[src/logic/irm_pkg.sv]
// Package: timing, register map and command codes of the IR mode host
package irm_pkg;
  localparam int unsigned CLK_PERIOD_NS   = 10;
  // Times in their own unit, counts derived
  localparam int unsigned T_SDPW_US       = 30;
  localparam int unsigned T_A_NS          = 200;
  localparam int unsigned T_B_NS          = 200;
  localparam int unsigned T_S_NS          = 50;
  localparam int unsigned T_H_NS          = 50;
  localparam int unsigned T_C_MAX_NS      = 5000;
  localparam int unsigned SDPW_CYC  = (T_SDPW_US * 1000 + CLK_PERIOD_NS - 1)
                                      / CLK_PERIOD_NS;
  localparam int unsigned A_CYC     = (T_A_NS + CLK_PERIOD_NS - 1)
                                      / CLK_PERIOD_NS;
  localparam int unsigned B_CYC     = (T_B_NS + CLK_PERIOD_NS - 1)
                                      / CLK_PERIOD_NS;
  localparam int unsigned S_CYC     = (T_S_NS + CLK_PERIOD_NS - 1)
                                      / CLK_PERIOD_NS;
  localparam int unsigned H_CYC     = (T_H_NS + CLK_PERIOD_NS - 1)
                                      / CLK_PERIOD_NS;
  localparam int unsigned C_MAX_CYC = T_C_MAX_NS / CLK_PERIOD_NS;
  // Register byte offsets
  localparam logic [3:0] OFF_CTRL   = 4'h0;
  localparam logic [3:0] OFF_CMD    = 4'h4;
  localparam logic [3:0] OFF_STATUS = 4'h8;
  // Control fields
  localparam int unsigned CTRL_TWO_INPUT = 0;
  localparam int unsigned CTRL_IRDA_TX   = 1;
  localparam int unsigned CTRL_REMOTE_TX = 2;
  localparam logic [2:0]  CTRL_RESET     = 3'h0;
  // Command codes
  localparam logic [1:0] CMD_SHUTDOWN = 2'h0;
  localparam logic [1:0] CMD_SIR      = 2'h1;
  localparam logic [1:0] CMD_FIR      = 2'h2;
  localparam logic [1:0] CMD_REMOTE   = 2'h3;
  // Status fields
  localparam int unsigned ST_BUSY     = 0;
  localparam int unsigned ST_FIR      = 1;
  localparam int unsigned ST_REMOTE   = 2;
  localparam int unsigned ST_SHUTDOWN = 3;
  localparam int unsigned ST_BLOCKED  = 4;
  localparam logic [1:0] RESP_OKAY   = 2'h0;
  localparam logic [1:0] RESP_SLVERR = 2'h2;
endpackage : irm_pkg

[src/logic/irm_delay.sv]
// Down-counter that pulses done after a loaded number of cycles
module irm_delay #(
  parameter int unsigned W = 12
) (
  input  wire logic         core_clk,
  input  wire logic         rst_n,
  input  wire logic         load,
  input  wire logic [W-1:0] count,
  output logic              done
);
  logic [W-1:0] cnt_q;
  logic         run_q;

  if (W < 2) begin : g_bad_width
    $error("irm_delay: width too small");
  end

  always_ff @(posedge core_clk or negedge rst_n) begin
    if (!rst_n) begin
      cnt_q <= '0;
      run_q <= 1'b0;
      done  <= 1'b0;
    end else begin
      done <= 1'b0;
      if (load) begin
        cnt_q <= count;
        run_q <= 1'b1;
      end else if (run_q) begin
        if (cnt_q <= W'(1)) begin
          run_q <= 1'b0;
          done  <= 1'b1;
        end else begin
          cnt_q <= cnt_q - W'(1);
        end
      end
    end
  end
endmodule : irm_delay

[src/logic/irm_host.sv]
// Host controller driving an IR transceiver's mode-control pins
// Functional notes
// - Programming pulse at most 5 us, longer than setup plus pulse.
// - High bandwidth: shutdown up, 200 ns, transmit up, 50 ns, down.
// - Keep transmit input steady 50 ns after shutdown falls.
// - Low bandwidth: shutdown up, transmit low 50 ns setup, down.
// - Transmit pulse of 200 ns during programming enables remote drive.
// - Never drive both transmit inputs high while out of shutdown.
// - Early interface supply with shutdown low: host raises shutdown. Here reset drives it low and only a command raises it.
// - Remote carrier divisors: 8, 7, 6 at 38.4 kHz, 4.
//
// The register offsets and the AXI4-Lite register port are this design's own decisions.
module irm_host #(
  parameter int unsigned SDPW_CYCLES = irm_pkg::SDPW_CYC
) (
  input  wire logic        core_clk,
  input  wire logic        rst_n,
  input  wire logic [3:0]  s_axi_awaddr,
  input  wire logic        s_axi_awvalid,
  output logic             s_axi_awready,
  input  wire logic [31:0] s_axi_wdata,
  input  wire logic [3:0]  s_axi_wstrb,
  input  wire logic        s_axi_wvalid,
  output logic             s_axi_wready,
  output logic [1:0]       s_axi_bresp,
  output logic             s_axi_bvalid,
  input  wire logic        s_axi_bready,
  input  wire logic [3:0]  s_axi_araddr,
  input  wire logic        s_axi_arvalid,
  output logic             s_axi_arready,
  output logic [31:0]      s_axi_rdata,
  output logic [1:0]       s_axi_rresp,
  output logic             s_axi_rvalid,
  input  wire logic        s_axi_rready,
  output logic             power_down_ctl,
  output logic             irda_tx_pin,
  output logic             remote_tx_pin
);
  localparam int unsigned CW = 16;

  if (SDPW_CYCLES < 2 || SDPW_CYCLES >= (1 << CW)) begin : g_bad_sdpw
    $error("irm_host: SDPW_CYCLES out of range");
  end
  if (irm_pkg::A_CYC + irm_pkg::B_CYC + irm_pkg::H_CYC
      >= irm_pkg::C_MAX_CYC) begin : g_bad_pulse
    $error("irm_host: programming pulse exceeds limit");
  end

  typedef enum logic [2:0] {
    IRM_IDLE  = 3'b000,
    IRM_SETUP = 3'b001,
    IRM_PULSE = 3'b010,
    IRM_SETTX = 3'b011,
    IRM_HOLD  = 3'b100,
    IRM_SDOWN = 3'b101
  } irm_state_t;

  irm_state_t  state_q;
  logic [2:0]  ctrl_q;
  logic [1:0]  cmd_q;
  logic        fir_q;
  logic        remote_q;
  logic        down_q;
  logic        aw_q;
  logic        w_q;
  logic [3:0]  awaddr_q;
  logic [31:0] wdata_q;
  logic        start;
  logic        blocked;
  logic        dly_load;
  logic [CW-1:0] dly_cnt;
  logic        dly_done;
  logic        wr_go;

  irm_delay #(.W(CW)) u_delay (
    .core_clk (core_clk),
    .rst_n    (rst_n),
    .load     (dly_load),
    .count    (dly_cnt),
    .done     (dly_done)
  );

  // Write address and data taken in either order
  assign wr_go = aw_q && w_q && !s_axi_bvalid;

  always_ff @(posedge core_clk or negedge rst_n) begin
    if (!rst_n) begin
      aw_q          <= 1'b0;
      w_q           <= 1'b0;
      awaddr_q      <= 4'h0;
      wdata_q       <= 32'h0;
      s_axi_awready <= 1'b0;
      s_axi_wready  <= 1'b0;
      s_axi_bvalid  <= 1'b0;
      s_axi_bresp   <= irm_pkg::RESP_OKAY;
    end else begin
      s_axi_awready <= !aw_q && !s_axi_awready && !s_axi_bvalid;
      s_axi_wready  <= !w_q && !s_axi_wready && !s_axi_bvalid;
      if (s_axi_awvalid && s_axi_awready) begin
        aw_q     <= 1'b1;
        awaddr_q <= s_axi_awaddr;
        s_axi_awready <= 1'b0;
      end
      if (s_axi_wvalid && s_axi_wready) begin
        w_q     <= 1'b1;
        wdata_q <= s_axi_wdata;
        s_axi_wready <= 1'b0;
      end
      if (wr_go) begin
        aw_q         <= 1'b0;
        w_q          <= 1'b0;
        s_axi_bvalid <= 1'b1;
        s_axi_bresp  <= (awaddr_q == irm_pkg::OFF_CTRL ||
                         awaddr_q == irm_pkg::OFF_CMD)
                        ? irm_pkg::RESP_OKAY : irm_pkg::RESP_SLVERR;
      end else if (s_axi_bvalid && s_axi_bready) begin
        s_axi_bvalid <= 1'b0;
      end
    end
  end

  // Control register; only low byte matters
  always_ff @(posedge core_clk or negedge rst_n) begin
    if (!rst_n) begin
      ctrl_q <= irm_pkg::CTRL_RESET;
    end else if (wr_go && awaddr_q == irm_pkg::OFF_CTRL
                 && s_axi_wstrb[0]) begin
      ctrl_q <= wdata_q[2:0];
    end
  end

  // Command accepted only while idle; dropped when busy
  assign start = wr_go && awaddr_q == irm_pkg::OFF_CMD && s_axi_wstrb[0]
                 && state_q == IRM_IDLE;
  // Both inputs high out of shutdown is never driven
  assign blocked = ctrl_q[irm_pkg::CTRL_TWO_INPUT]
                   && ctrl_q[irm_pkg::CTRL_IRDA_TX]
                   && ctrl_q[irm_pkg::CTRL_REMOTE_TX];

  always_ff @(posedge core_clk or negedge rst_n) begin
    if (!rst_n) begin
      s_axi_arready <= 1'b0;
      s_axi_rvalid  <= 1'b0;
      s_axi_rdata   <= 32'h0;
      s_axi_rresp   <= irm_pkg::RESP_OKAY;
    end else begin
      s_axi_arready <= !s_axi_arready && !s_axi_rvalid;
      if (s_axi_arvalid && s_axi_arready) begin
        s_axi_arready <= 1'b0;
        s_axi_rvalid  <= 1'b1;
        s_axi_rresp   <= irm_pkg::RESP_OKAY;
        s_axi_rdata   <= 32'h0;
        unique case (s_axi_araddr)
          irm_pkg::OFF_CTRL:   s_axi_rdata[2:0] <= ctrl_q;
          irm_pkg::OFF_CMD:    s_axi_rdata[1:0] <= cmd_q;
          irm_pkg::OFF_STATUS: s_axi_rdata[4:0] <=
            {blocked, down_q, remote_q, fir_q, state_q != IRM_IDLE};
          default:             s_axi_rresp <= irm_pkg::RESP_SLVERR;
        endcase
      end else if (s_axi_rvalid && s_axi_rready) begin
        s_axi_rvalid <= 1'b0;
      end
    end
  end

  // Sequencer for programming and shutdown pulses
  always_ff @(posedge core_clk or negedge rst_n) begin
    if (!rst_n) begin
      state_q  <= IRM_IDLE;
      cmd_q    <= irm_pkg::CMD_SIR;
      // Assume device default mode after power-up
      fir_q    <= 1'b0;
      remote_q <= 1'b0;
      down_q   <= 1'b0;
      dly_load <= 1'b0;
      dly_cnt  <= '0;
    end else begin
      dly_load <= 1'b0;
      unique case (state_q)
        IRM_IDLE: if (start) begin
          cmd_q    <= wdata_q[1:0];
          dly_load <= 1'b1;
          if (wdata_q[1:0] == irm_pkg::CMD_SHUTDOWN) begin
            dly_cnt <= CW'(SDPW_CYCLES);
            state_q <= IRM_SDOWN;
          end else begin
            dly_cnt <= down_q ? CW'(irm_pkg::H_CYC)
                              : CW'(irm_pkg::A_CYC);
            state_q <= down_q ? IRM_HOLD : IRM_SETUP;
          end
        end
        IRM_SETUP: if (dly_done) begin
          dly_load <= 1'b1;
          if (cmd_q == irm_pkg::CMD_REMOTE) begin
            dly_cnt <= CW'(irm_pkg::B_CYC);
            state_q <= IRM_PULSE;
          end else begin
            dly_cnt <= CW'(irm_pkg::S_CYC);
            state_q <= IRM_SETTX;
          end
        end
        IRM_PULSE: if (dly_done) begin
          dly_load <= 1'b1;
          dly_cnt  <= CW'(irm_pkg::H_CYC);
          state_q  <= IRM_HOLD;
        end
        IRM_SETTX: if (dly_done) begin
          // Falling edge of shutdown latches bandwidth
          fir_q    <= (cmd_q == irm_pkg::CMD_FIR);
          remote_q <= 1'b0;
          down_q   <= 1'b0;
          dly_load <= 1'b1;
          dly_cnt  <= CW'(irm_pkg::H_CYC);
          state_q  <= IRM_HOLD;
        end
        IRM_HOLD: if (dly_done) begin
          state_q <= IRM_IDLE;
          if (down_q) begin
            // Pin dropped out of shutdown first; else the pulse runs long
            down_q   <= 1'b0;
            dly_load <= 1'b1;
            dly_cnt  <= CW'(irm_pkg::A_CYC);
            state_q  <= IRM_SETUP;
          end else if (cmd_q == irm_pkg::CMD_REMOTE) begin
            remote_q <= 1'b1;
          end
        end
        IRM_SDOWN: if (dly_done) begin
          fir_q    <= 1'b0;
          remote_q <= 1'b0;
          down_q   <= 1'b1;
          state_q  <= IRM_IDLE;
        end
        default: state_q <= IRM_IDLE;
      endcase
    end
  end

  // Pin drivers
  always_ff @(posedge core_clk or negedge rst_n) begin
    if (!rst_n) begin
      power_down_ctl <= 1'b0;
      irda_tx_pin    <= 1'b0;
      remote_tx_pin  <= 1'b0;
    end else begin
      unique case (state_q)
        IRM_IDLE: begin
          power_down_ctl <= down_q;
          if (down_q) begin
            irda_tx_pin   <= 1'b0;
            remote_tx_pin <= 1'b0;
          end else if (ctrl_q[irm_pkg::CTRL_TWO_INPUT]) begin
            irda_tx_pin   <= ctrl_q[irm_pkg::CTRL_IRDA_TX] && !blocked;
            remote_tx_pin <= ctrl_q[irm_pkg::CTRL_REMOTE_TX];
          end else begin
            irda_tx_pin   <= ctrl_q[irm_pkg::CTRL_IRDA_TX];
            remote_tx_pin <= 1'b0;
          end
        end
        IRM_SETUP: begin
          power_down_ctl <= 1'b1;
          irda_tx_pin    <= 1'b0;
          remote_tx_pin  <= 1'b0;
        end
        IRM_PULSE: begin
          power_down_ctl <= 1'b1;
          irda_tx_pin    <= 1'b1;
        end
        IRM_SETTX: begin
          power_down_ctl <= 1'b1;
          irda_tx_pin    <= (cmd_q == irm_pkg::CMD_FIR);
        end
        IRM_HOLD: begin
          // Transmit level kept until hold ends
          power_down_ctl <= 1'b0;
        end
        IRM_SDOWN: begin
          power_down_ctl <= 1'b1;
          irda_tx_pin    <= 1'b0;
          remote_tx_pin  <= 1'b0;
        end
        default: power_down_ctl <= 1'b1;
      endcase
    end
  end
endmodule : irm_host

[config.mk]
export PLATFORM = sky130hd
export DESIGN_NAME = irm_host
export DESIGN_NICKNAME = d
export VERILOG_FILES = /design/src/logic/irm_pkg.sv /design/src/logic/irm_delay.sv /design/src/logic/irm_host.sv
export SDC_FILE = /design/constraint.sdc
export NUM_CORES = 1
export LEC_CHECK = 0
export BUFFER_PORTS_ARGS = -buffer_cell sky130_fd_sc_hd__buf_4
export CORE_MARGIN = 1.5
export CORE_UTILIZATION = 45
export CTS_CLUSTER_SIZE = 14
export DETAILED_ROUTE_END_ITERATION = 8
export PLACE_DENSITY = 0.74
export RECOVER_POWER = 50
export SYNTH_ARGS = -nofsm -noshare
export SYNTH_HDL_FRONTEND = slang
export SYNTH_HIERARCHICAL = 1
export SYNTH_SLANG_ARGS = --single-unit
[constraint.sdc]
create_clock -name core_clk -period 2.6 [get_ports core_clk]
set_input_delay 0.26 -clock core_clk [delete_from_list [all_inputs] [get_ports core_clk]]
set_output_delay 0.26 -clock core_clk [all_outputs]
set_load 0.1 [all_outputs]
# [Yosys cells after proc, flatten, opt, wreduce, memory -nomap -nowiden]
# Index checks and enable logic that the tools add are counted.
[op_classes] shifts=0 order_cmp=1 n_div=0 multipliers=0 mux=65 n_eq_ne=22 bitwise_logic=0 addsub=1 n_reduce_logical=58
[ops] op="$mux W16" n=8
[ops] op="$pmux W16 S4" n=1
[ops] op="$mux W1" n=33
[ops] op="$mux W3" n=7
[ops] op="$logic_and A1 B1 Y1" n=20
[ops] op="$reduce_bool A2 Y1" n=9
[ops] op="$le A16 B1 Y1 const B" n=1
[ops] op="$sub A16 B1 Y16 const B" n=1
[ops] op="$pmux W3 S5" n=1
[ops] op="$ne A2 B1 Y1 const B" n=7
[ops] op="$mux W12" n=1
[ops] op="$pmux W1 S2" n=6
[ops] op="$mux W5" n=2
[ops] op="$ne A2 B2 Y1 const B" n=5
[ops] op="$reduce_and A5 Y1" n=2
[ops] op="$eq A4 B3 Y1 const B" n=2
[ops] op="$logic_not A1 Y1" n=8
[ops] op="$logic_not A4 Y1" n=2
[ops] op="$reduce_bool A4 Y1" n=2
[ops] op="$reduce_or A2 Y1" n=4
[ops] op="$eq A3 B2 Y1 const B" n=2
[ops] op="$eq A3 B3 Y1 const B" n=2
[ops] op="$mux W2" n=3
[ops] op="$pmux W2 S3" n=1
[ops] op="13 further kinds" n=17
[word_totals] elab_cells=173 mem_count=0 in_bits=51 ram_bits=0 out_inout_bits=44 romBits=0 latchBits=0 register_bits=72

# [Longest topological paths before layout]
# Gate-level depths: netlist of the first run.
[depth] depth_word=7 ltp_mapped=7

# [Modules after synthesis]
# Netlist of the first run, hierarchy kept.
[by_module_without_submodules] module="irm_host" instances=1 area_each_um2=2085.8 cells_each=202 seq_area_each_um2=1002.2
[by_module_without_submodules] module="irm_delay" instances=1 area_each_um2=1184.9 cells_each=134 seq_area_each_um2=450.4

# [Worst setup path before layout of the first run]
# No wires, ideal clock.
[synth_path] path_type="reg-to-reg" startpoint="reg s_axi_bvalid" endpoint="reg dly_cnt[4]" setup_time_ps=125 setup_slack_ps=608 path_buffers=1 path_stages_with_launch=6 arrival_ps=1867 cell_sequence="dfrtp_1 > and3b_1 > buf_2 > nand4_4 > o21ai_4 > mux2_4"
[synth_via] elab_chain_cells=7
[synth_rtl] item="from (decl)" line_no="irm_host.sv:26" rtl="output logic s_axi_bvalid,"
[synth_rtl] item="from (signal assigned)" line_no="irm_host.sv:94" rtl="s_axi_bvalid <= 1'b0;"
[synth_rtl] item="from (signal assigned)" line_no="irm_host.sv:112" rtl="s_axi_bvalid <= 1'b1;"
[synth_rtl] item="from (signal assigned)" line_no="irm_host.sv:117" rtl="s_axi_bvalid <= 1'b0;"
[synth_rtl] item="$logic_not A1 Y1" line_no="irm_host.sv:84" rtl="assign wr_go = aw_q && w_q && !s_axi_bvalid;"
[synth_rtl] item="$logic_and A1 B1 Y1" line_no="irm_host.sv:84"
[synth_rtl] item="$logic_and A1 B1 Y1 (2 in a row)" line_no="irm_host.sv:133" rtl="assign start = wr_go && awaddr_q == irm_pkg::OFF_CMD && s_axi_wstrb[0]"
[synth_rtl] item="$logic_and A1 B1 Y1" line_no="irm_host.sv:134" rtl="&& state_q == IRM_IDLE;"
[synth_rtl] item="$ne A2 B2 Y1 (no source line)"
[synth_rtl] item="$reduce_and A6 Y1 (no source line)"
[synth_rtl] item="to (signal assigned)" line_no="irm_host.sv:184" rtl="dly_cnt <= CW'(SDPW_CYCLES);"
[synth_rtl] item="to (signal assigned)" line_no="irm_host.sv:187" rtl="dly_cnt <= down_q ? CW'(irm_pkg::H_CYC)"
[synth_rtl] item="to (signal assigned)" line_no="irm_host.sv:195" rtl="dly_cnt <= CW'(irm_pkg::B_CYC);"
[synth_rtl] item="to (decl)" line_no="irm_host.sv:71" rtl="logic [CW-1:0] dly_cnt;"
# Every way passes these cells.
# A chain may end at the register's enable or synchronous reset.

# [Worst setup path in the final report of the first run]
[layout_path] startpoint="reg u_delay.cnt_q[11]" endpoint="reg u_delay.cnt_q[9]"
[layout_via] elab_chain_cells=3
[layout_rtl] item="from (decl)" line_no="irm_delay.sv:11" rtl="logic [W-1:0] cnt_q;"
[layout_rtl] item="from (signal assigned)" line_no="irm_delay.sv:26" rtl="cnt_q <= count;"
[layout_rtl] item="from (signal assigned)" line_no="irm_delay.sv:33" rtl="cnt_q <= cnt_q - W'(1);"
[layout_rtl] item="$le A16 B1 Y1" line_no="irm_delay.sv:29" rtl="if (cnt_q <= W'(1)) begin"
[layout_rtl] item="$ne A2 B2 Y1 (no source line)"
[layout_rtl] item="$reduce_and A2 Y1 (no source line)"
# Every way passes these cells.

==> results of run 1 <==
[cell families (layout without fill, tap and decap cells)]
logic type	Yosys count	count (layout)	synth area share
AND/OR/NAND/NOR	112	112	0.1955
AO/OA/AOI/OAI	81	81	0.1737
buffers and inverters	62	68	0.1102
flip-flops	58	58	0.4441
multiplexers	19	19	0.06503
adder cells (fa/ha/maj)	2	2	0.007650
other	1	36	0.001147
XOR/XNOR	1	1	0.002678
[worst max-delay path, cell delays in order (launching register included)]
cell and delay, ps:
dfrtp_1 430, nor4_1 540, nand4_1 510, o21ai_0 380, o311ai_1 140
[layout make-up]
type | count | area, µm² | share of cell area
timing repair buffer | 37 | 275.3 | 0.07527
clock buffer | 13 | 148.9 | 0.04071
clock inverter | 3 | 15.01 | 0.004105
tap | 96 | 120.1 | 0.03284
multi-input combinational | 251 | 1589 | 0.4345
sequential | 58 | 1453 | 0.3972
inverter | 15 | 56.30 | 0.01540
[routing by layer]
| layer | track usage | wire [µm] | up-vias |
|---|---|---|---|
| met1 | 0.2326 | 2927 | 1195 |
| met3 | 0.03358 | 325 | 10 |
| li1 | - | - | 1221 |
| met2 | 0.2762 | 3112 | 67 |
| met4 | 0.08665 | 76 | 0 |
| met5 | 0 | 0 | - |
[Yosys cell counts (4+ instances only)]
library cell,count
inv_1,15
mux2i_1,4
a211o_1,4
nand2_1,28
o211ai_1,7
clkbuf_1,9
nor3_1,14
nand4_1,5
nand3_1,10
o31ai_1,4
nor2b_1,5
a2bb2oi_1,6
buf_2,6
buf_4,30
mux2_2,14
a21oi_1,21
o21ai_0,14
nor2_1,23
dfrtp_1,57
[sequential cells by signal (all words and copies together), names as in the netlist, 2 cells and up]
signal,cells
wdata_q,3
dly_cnt,4
s_axi_rdata,5
state_q,3
cmd_q,2
u_delay/cnt_q,16
awaddr_q,4
ctrl_q,3
[path summary, 6_finish.rpt]
check                                              start                           end  slack, ps  cells past startpoint
max in group asynchronous                          rst_n             fir_q$_DFFE_PN0P_       1500                      1
setup / recovery           u_delay/cnt_q[11]$_DFFE_PN0P_  u_delay/cnt_q[9]$_DFFE_PN0P_        480                      4
setup reg to reg           u_delay/cnt_q[11]$_DFFE_PN0P_  u_delay/cnt_q[9]$_DFFE_PN0P_        480                      4
hold reg to reg                 s_axi_rvalid$_DFFE_PN0P_       s_axi_arready$_DFF_PN0_        440                      1
min in group asynchronous                          rst_n  u_delay/cnt_q[6]$_DFFE_PN0P_        260                      1
hold / removal                              s_axi_rready      s_axi_rvalid$_DFFE_PN0P_        110                      2
[report_power, final]
| part | internal (mW) | total (mW) | switching [mW] | leakage [nW] |
|---|---|---|---|---|
| Clock | 0.368 | 0.711 | 0.343 | 0.0872 |
| Combinational | 0.545 | 1.71 | 1.17 | 0.774 |
| Sequential | 1.19 | 1.59 | 0.400 | 0.716 |
[per-stage QoR]
stage	hold slack, ps	total power, mW	cells
2_1_floorplan	-35.59	2.970	371
3_3_place_gp	365.8	3.277	457
3_5_place_dp	369.9	3.315	457
4_1_cts	12.32	4.031	473
5_1_grt	117.6	4.265	473
6_report	108.4	4.012	473
==> reports/results.tsv, run 1 <==
stage	metric	value	unit
drt	first_pass_iters	4	
worst_setup_path	cp_data_arrival_time	2330	ps
timing	fin_skew	7.476	ps
drt	drt-total-wl	6441	µm
timing	fin_crit	2122	ps
timing	final_hold_viol_count	0	
timing	timing.fmax	0.4713	GHz
finish	layout_common_cells	dfrtp_1, conb_1, buf_4	
logic_synthesis	ys_ff_latch	58	
finish	layout.cells.most_common	dfrtp_1	
power	power.leakage	1.577	nW
timing	grt_setup_unrepaired	no	
global_routing	grt_util_all_layers	0.1752	
placed_design	place_congestion	0.8200	
timing	finalSetupViolCount	0	
logic_synthesis	synth_top_area_cell	dfrtp_1	
timing	slew_viol_final	0	
drt	drtAntennaViolNets	0	
global_routing	first_global_vias	2309	
floorplanning	io_pins	95	
logic_synthesis	synthCells	336	
hold_path	hp-class	in2reg	
finish	stdcell_area	3657	µm²
finish	n_antenna_cell	0	
placed_design	placed_cell_area	3496	µm²
worst_setup_path	cp-end-kind	register	
timing	worst_slack	478.1	ps
finish	drive_gt1_frac	0.2042	
finish	syn2layout_area_growth	11.82	%
timing	tns	0	ps
floorplanning	core	6907	µm²
floorplanning	start_util	0.4736	
power	power_density	1097	nW/µm²
job	cap_violations	0	
logic_synthesis	ys_warn_count	6	
run_status	status	complete, no violations	
clock_tree	path_clk_slew	70	ps
drt	vias	2493	
worst_setup_path	crit_fanout	11	
drt	via_per_inst	5.271	
clock_tree	clkSinkCount	58	
logic_synthesis	ys_async_sr_fraction	1.000	
global_routing	grt_max_degree	59	
global_routing	antenna_found_initial	0	
drt	post-route-drc-count	0	
floorplanning	die_w	88.26	µm
clock_tree	cts_tree	yes	
clock_tree	post-cts-setup-buffer-count	0	
logic_synthesis	synthTopCellsByArea	dfrtp_1, buf_4, mux2_2, a21oi_1, nand2_1	
logic_synthesis	synth-edff-count	0	
power	vdd_drop_max	0.7916	mV
finish	fill_cells	669	
global_routing	grt_overflow	0	
placed_design	hpwl	4396	µm
clock_tree	htreeDepth	3	
floorplanning	chipHeight	88.26	µm
logic_synthesis	syn_area_per_cell	9.734	µm²
worst_setup_path	path_class	reg2reg	
clock_tree	cts_buffer_depth	2	
clock_tree	cts_hold_buffers	0	
timing	min_period_over_period	0.8161	
worst_setup_path	start_kind	register	
placed_design	place_ws	509.7	ps
finish	fin_nets	425	
floorplanning	rows	30	
drt	drt_iter0_drc	133	
clock_tree	cts-root-buf	clkbuf_8	
logic_synthesis	synth_top_flop_cell	dfrtp_1	
clock_tree	clock_latency	340	ps
logic_synthesis	ys_seq_area_frac	0.4441	
clock_tree	cts_buffers	9	
logic_synthesis	netlist_area	3271	µm²
floorplanning	dieArea	7789	µm²
logic_synthesis	synth_cell_types	62	
placed_design	portBuffers	33	
drt	wl_per_cell	13.62	µm
timing	max_slew_margin	0.06024	
clock_tree	post_cts_resized	0	
global_routing	grt_pass1_wl	10560	µm
logic_synthesis	synth_top_cell_area_share	0.4361	
worst_setup_path	critical_path_required	2800	ps
timing	worstMarginPinSlew	1410	ps
finish	final_util	0.5295	
Power figures use the tool's default switching activity.
==> run 2, diff against run 1 <==
Settings changed: PLACE_DENSITY 0.74 to 0.77.
Clock period 2.6 ns to 1.72 ns, I/O delays scaled along.
==> reports/results.tsv, run 2 (same netlist as run 1, synthesis figures left out) <==
stage	metric	value	unit
placed_design	portBuffers	33	
finish	reg_top3	u_delay/cnt_q: 16 flops, s_axi_rdata: 5 flops	
timing	final_hold_viol_count	0	
finish	layout.cells.most_common	buf_4	
placed_design	place_congestion	0.8436	
timing	timing.fmax	0.6025	GHz
clock_tree	clkSinkCount	58	
timing	slew_viol_final	0	
timing	finalSetupViolCount	0	
timing	max_slew_margin	0.3675	
drt	vias	2688	
timing	min_period_over_period	0.9650	
drt	via_per_inst	5.291	
placed_design	dp.cells	489	
clock_tree	cts_buffer_depth	2	
floorplanning	die_w	88.26	µm
finish	final_cells	508	
clock_tree	path_clk_slew	60	ps
finish	fin_nets	460	
clock_tree	cts_tree	yes	
hold_path	hp-class	in2reg	
timing	fin_crit	1660	ps
job	cap_violations	0	
worst_setup_path	cp-end-kind	register	
timing	fin_skew	9.447	ps
clock_tree	cts-root-buf	clkbuf_8	
finish	fill_cells	612	
timing	worstMarginPinSlew	948.7	ps
finish	layout_common_cells	buf_4, dfrtp_1, conb_1	
finish	n_antenna_cell	0	
placed_design	hpwl	5223	µm
worst_setup_path	cp_data_arrival_time	1870	ps
floorplanning	start_util	0.4736	
drt	drt-total-wl	7446	µm
worst_setup_path	start_kind	register	
floorplanning	dieArea	7789	µm²
finish	largest_reg_flops	16	
floorplanning	core	6907	µm²
drt	wl_per_cell	14.66	µm
finish	syn2layout_area_growth	24.75	%
drt	post-route-drc-count	0	
global_routing	grt_max_degree	39	
worst_setup_path	path_class	reg2reg	
floorplanning	rows	30	
finish	drive_gt1_frac	0.3034	
drt	drtAntennaViolNets	0	
drt	first_pass_iters	4	
power	power.leakage	1.792	nW
floorplanning	chipHeight	88.26	µm
global_routing	first_global_vias	2646	
timing	grt_setup_unrepaired	yes	
clock_tree	htreeDepth	3	
floorplanning	io_pins	95	
clock_tree	clock_latency	350	ps
global_routing	grt_pass1_wl	12180	µm
run_status	status	complete, no violations	
finish	regMostFlops	u_delay/cnt_q	
worst_setup_path	critical_path_required	1930	ps
power	vdd_drop_max	1.119	mV
global_routing	grt_overflow	0	
power	power_density	1753	nW/µm²
timing	fin_hold_ws	25.51	ps
global_routing	antenna_found_initial	0	
global_routing	grt_util_all_layers	0.2046	
drt	drt_iter0_drc	145	
worst_setup_path	crit_fanout	5	
clock_tree	cts_buffers	9	
run 2: changes by cell type in the layout (fill, tap and decap cells not counted), sizes merged:
cell	delta
buf	+33
bufinv	+2
clkinv	-1
dlygate4sd3	+1
run 2: final timing paths:
| kind | slack, ps | from | to | depth (start not counted) |
|---|---|---|---|---|
| min reg2reg | 450 | s_axi_rvalid$_DFFE_PN0P_ | s_axi_arready$_DFF_PN0_ | 1 |
| min in group asynchronous | 510 | rst_n | s_axi_bvalid$_DFFE_PN0P_ | 2 |
| max in group asynchronous | 250 | rst_n | cmd_q[0]$_DFFE_PN1P_ | 3 |
| max reg2reg | 60 | u_delay/cnt_q[7]$_DFFE_PN0P_ | u_delay/cnt_q[12]$_DFFE_PN0P_ | 5 |
| min | 30 | s_axi_rready | s_axi_rvalid$_DFFE_PN0P_ | 2 |
| max | 60 | u_delay/cnt_q[7]$_DFFE_PN0P_ | u_delay/cnt_q[12]$_DFFE_PN0P_ | 5 |
run 2: worst max-delay path, cell delays in order (launching register included):
cell and delay [ps]:
dfrtp_1 410, nor4_4 380, buf_4 200, nand4_1 140, a31oi_1 270, o41ai_2 130
run 2: layer usage:
metal | GRT usage | up-vias | part of all wire
li1 | - | 1291 | -
met1 | 0.2507 | 1308 | 0.44
met2 | 0.3421 | 77 | 0.50
met3 | 0.06063 | 12 | 0.041
met4 | 0.07813 | 0 | 0.018
met5 | 0 | - | 0
run 2: final cells by class:
class,count,area (µm²),share of cell area
clock buffer,12,155.1,0.03803
tap,96,120.1,0.02944
timing repair buffer,72,556.8,0.1365
inverter,15,56.30,0.01380
sequential,58,1456,0.3569
clock inverter,4,73.82,0.01809
multi-input combinational,251,1662,0.4072
run 2: what timing repair did:
action | CTS | global route
hold endpoints to repair | 37 | 0
setup endpoints to repair | 1 | 13
cloned | 0 | 0
setup buffers | 0 | 2
gates resized for setup | 1 | 15
pin swaps | 0 | 6
hold buffers | 1 | 0
run 2: per-stage QoR:
step / setup slack (ps) / util / area, µm² / TNS [ps] / power [mW]
2_1_floorplan: -9.052 / - / 3408 / -9.052 / 4.499
3_3_place_gp: 65.50 / 0.5455 / 3767 / 0 / 5.428
3_5_place_dp: 17.68 / 0.5455 / 3767 / 0 / 5.547
4_1_cts: 18.05 / 0.5804 / 4009 / 0 / 7.026
5_1_grt: -31.05 / 0.5908 / 4080 / -76.85 / 7.527
6_report: 60.25 / 0.5908 / 4080 / 0 / 7.152
run 2: power breakdown:
group / internal, mW / total (mW) / switching [mW]
Sequential: 1.80 / 2.26 / 0.451
Clock: 0.895 / 1.44 / 0.548
Combinational: 1.26 / 3.45 / 2.19
Total: 3.96 / 7.15 / 3.19
==> run 3, diff against run 2 <==
Settings changed: HOLD_SLACK_MARGIN set to 0.08.
==> reports/results.tsv, run 3 (same netlist as run 1, synthesis figures left out) <==
stage	metric	value	unit
power	power.leakage	1.830	nW
worst_setup_path	r2r_slack	50	ps
timing	grt_setup_unrepaired	yes	
global_routing	first_global_vias	2726	
global_routing	grt_max_degree	39	
worst_setup_path	r2r-end	u_delay/cnt_q[12]$_DFFE_PN0P_	
placed_design	portBuffers	33	
timing	min_period_over_period	0.9686	
floorplanning	dieArea	7789	µm²
floorplanning	rows	30	
finish	layout_common_cells	buf_4, dfrtp_1, conb_1	
power	internal_power	3.972	mW
drt	wl_per_cell	15.03	µm
power	p_seq_frac	0.315	
finish	final_util	0.6038	
drt	post-route-drc-count	0	
timing	tns	0	ps
global_routing	antenna_found_initial	0	
clock_tree	clock_latency	350	ps
timing	fin_crit	1666	ps
timing	worstMarginPinSlew	960.7	ps
floorplanning	chipHeight	88.26	µm
job	cap_violations	0	
drt	drt-total-wl	7772	µm
power	comb_power_share	0.485	
placed_design	place_congestion	0.8436	
finish	largest_reg_flops	16	
drt	via_per_inst	5.304	
worst_setup_path	cp-end-kind	register	
worst_setup_path	start_kind	register	
clock_tree	cts_buffers	9	
worst_setup_path	rr_worst_depth	5	
clock_tree	cts_tree	yes	
worst_setup_path	timing.rr.start	u_delay/cnt_q[7]$_DFFE_PN0P_	
hold_path	min_from	s_axi_wvalid	
global_routing	grt_util_all_layers	0.2132	
timing	final_hold_viol_count	0	
drt	drtAntennaViolNets	0	
hold_path	holdPathEnd	w_q$_DFFE_PN0P_	
clock_tree	cts-root-buf	clkbuf_8	
power	p_clk_frac	0.201	
global_routing	grt_overflow	0	
drt	vias	2742	
power	power_switching	3.216	mW
placed_design	hpwl	5223	µm
timing	fin_skew	8.598	ps
clock_tree	path_clk_slew	70	ps
finish	drive_gt1_frac	0.2969	
finish	regMostFlops	u_delay/cnt_q	
floorplanning	start_util	0.4736	
timing	max_slew_margin	0.3596	
power	power_density	1724	nW/µm²
clock_tree	cts_buffer_depth	2	
finish	fin_nets	469	
finish	reg_top3	u_delay/cnt_q: 16 flops, s_axi_rdata: 5 flops	
power	vdd_drop_max	0.9908	mV
clock_tree	htreeDepth	3	
timing	timing.fmax	0.6002	GHz
run_status	status	complete, no violations	
worst_setup_path	critical_path_required	1930	ps
hold_path	hold_depth	3	
placed_design	placed_cell_area	3767	µm²
finish	layout.cells.most_common	buf_4	
finish	stdcell_area	4170	µm²
power	p_sw_frac	0.4474	
finish	fill_cells	593	
worst_setup_path	cp_data_arrival_time	1880	ps
floorplanning	io_pins	95	
drt	first_pass_iters	5	
drt	drt_iter0_drc	140	
floorplanning	die_w	88.26	µm
floorplanning	core	6907	µm²
global_routing	grt_pass1_wl	12650	µm
timing	finalSetupViolCount	0	
clock_tree	clkSinkCount	58	
worst_setup_path	crit_fanout	5	
hold_path	hp-class	in2reg	
worst_setup_path	path_class	reg2reg	
timing	slew_viol_final	0	
finish	n_antenna_cell	0	
finish	syn2layout_area_growth	27.51	%
## run 3: final cells by class
class | count | area (µm²) | area share
timing repair buffer | 81 | 646.9 | 0.1551
sequential | 58 | 1456 | 0.3492
inverter | 15 | 56.30 | 0.01350
tap | 96 | 120.1 | 0.02880
clock buffer | 12 | 155.1 | 0.03720
multi-input combinational | 251 | 1662 | 0.3984
clock inverter | 4 | 73.82 | 0.01770
## run 3: metal layers
layer / vias up / GRT usage / part of all wire
li1: 1306 / - / -
met1: 1357 / 0.2537 / 0.43
met2: 65 / 0.3664 / 0.52
met3: 14 / 0.06250 / 0.033
met4: 0 / 0.07955 / 0.018
met5: - / 0 / 0
## run 3: power by group through the flow
| stage | registers, mW | clock network (mW) | logic [mW] |
|---|---|---|---|
| global route | 2.31 | 1.52 | 3.72 |
| floorplan | 2.88 | 0 | 1.62 |
| detailed placement | 2.25 | 0 | 3.30 |
| global placement | 2.22 | 0 | 3.21 |
| finish | 2.26 | 1.44 | 3.48 |
| CTS | 2.23 | 1.48 | 3.33 |
## run 3: repair_timing
item,4_1_cts,5_1_grt
setup buffers,0,2
hold buffers,10,0
hold endpoints to repair,46,0
gates resized for setup,1,15
endpoints found under the setup margin,1,13
pin swaps,0,6
## run 3: worst max-delay path by stage
stage,from,to,slack (ps),cells after the start
6_report,u_delay/cnt_q[7]$_DFFE_PN0P_,u_delay/cnt_q[12]$_DFFE_PN0P_,50,5
5_1_grt,u_delay/cnt_q[7]$_DFFE_PN0P_,u_delay/cnt_q[10]$_DFFE_PN0P_,-30,5
4_1_cts,u_delay/cnt_q[4]$_DFFE_PN0P_,u_delay/cnt_q[1]$_DFFE_PN0P_,20,5
3_5_place_dp,u_delay/cnt_q[1]$_DFFE_PN0P_,u_delay/cnt_q[1]$_DFFE_PN0P_,20,7
3_3_place_gp,u_delay/cnt_q[4]$_DFFE_PN0P_,u_delay/cnt_q[1]$_DFFE_PN0P_,70,5
2_1_floorplan,s_axi_bvalid$_DFFE_PN0P_,dly_cnt[4]$_DFFE_PN0P_,-9,5
## run 3: worst max-delay path: stages, from the launching register on
cell	delay, ps
dfrtp_1	410
nor4_4	390
buf_4	200
nand4_1	140
a31oi_1	270
o41ai_2	130
## run 3: per-stage QoR
| stage | instances | hold slack, ps | power [mW] | worst slack (ps) |
|---|---|---|---|---|
| 2_1_floorplan | 371 | -123.6 | 4.499 | -9.052 |
| 3_3_place_gp | 489 | 176.0 | 5.428 | 65.50 |
| 3_5_place_dp | 489 | 181.3 | 5.547 | 17.68 |
| 4_1_cts | 515 | 83.49 | 7.042 | 18.05 |
| 5_1_grt | 517 | 105.7 | 7.559 | -31.05 |
| 6_report | 517 | 93.04 | 7.188 | 54.02 |
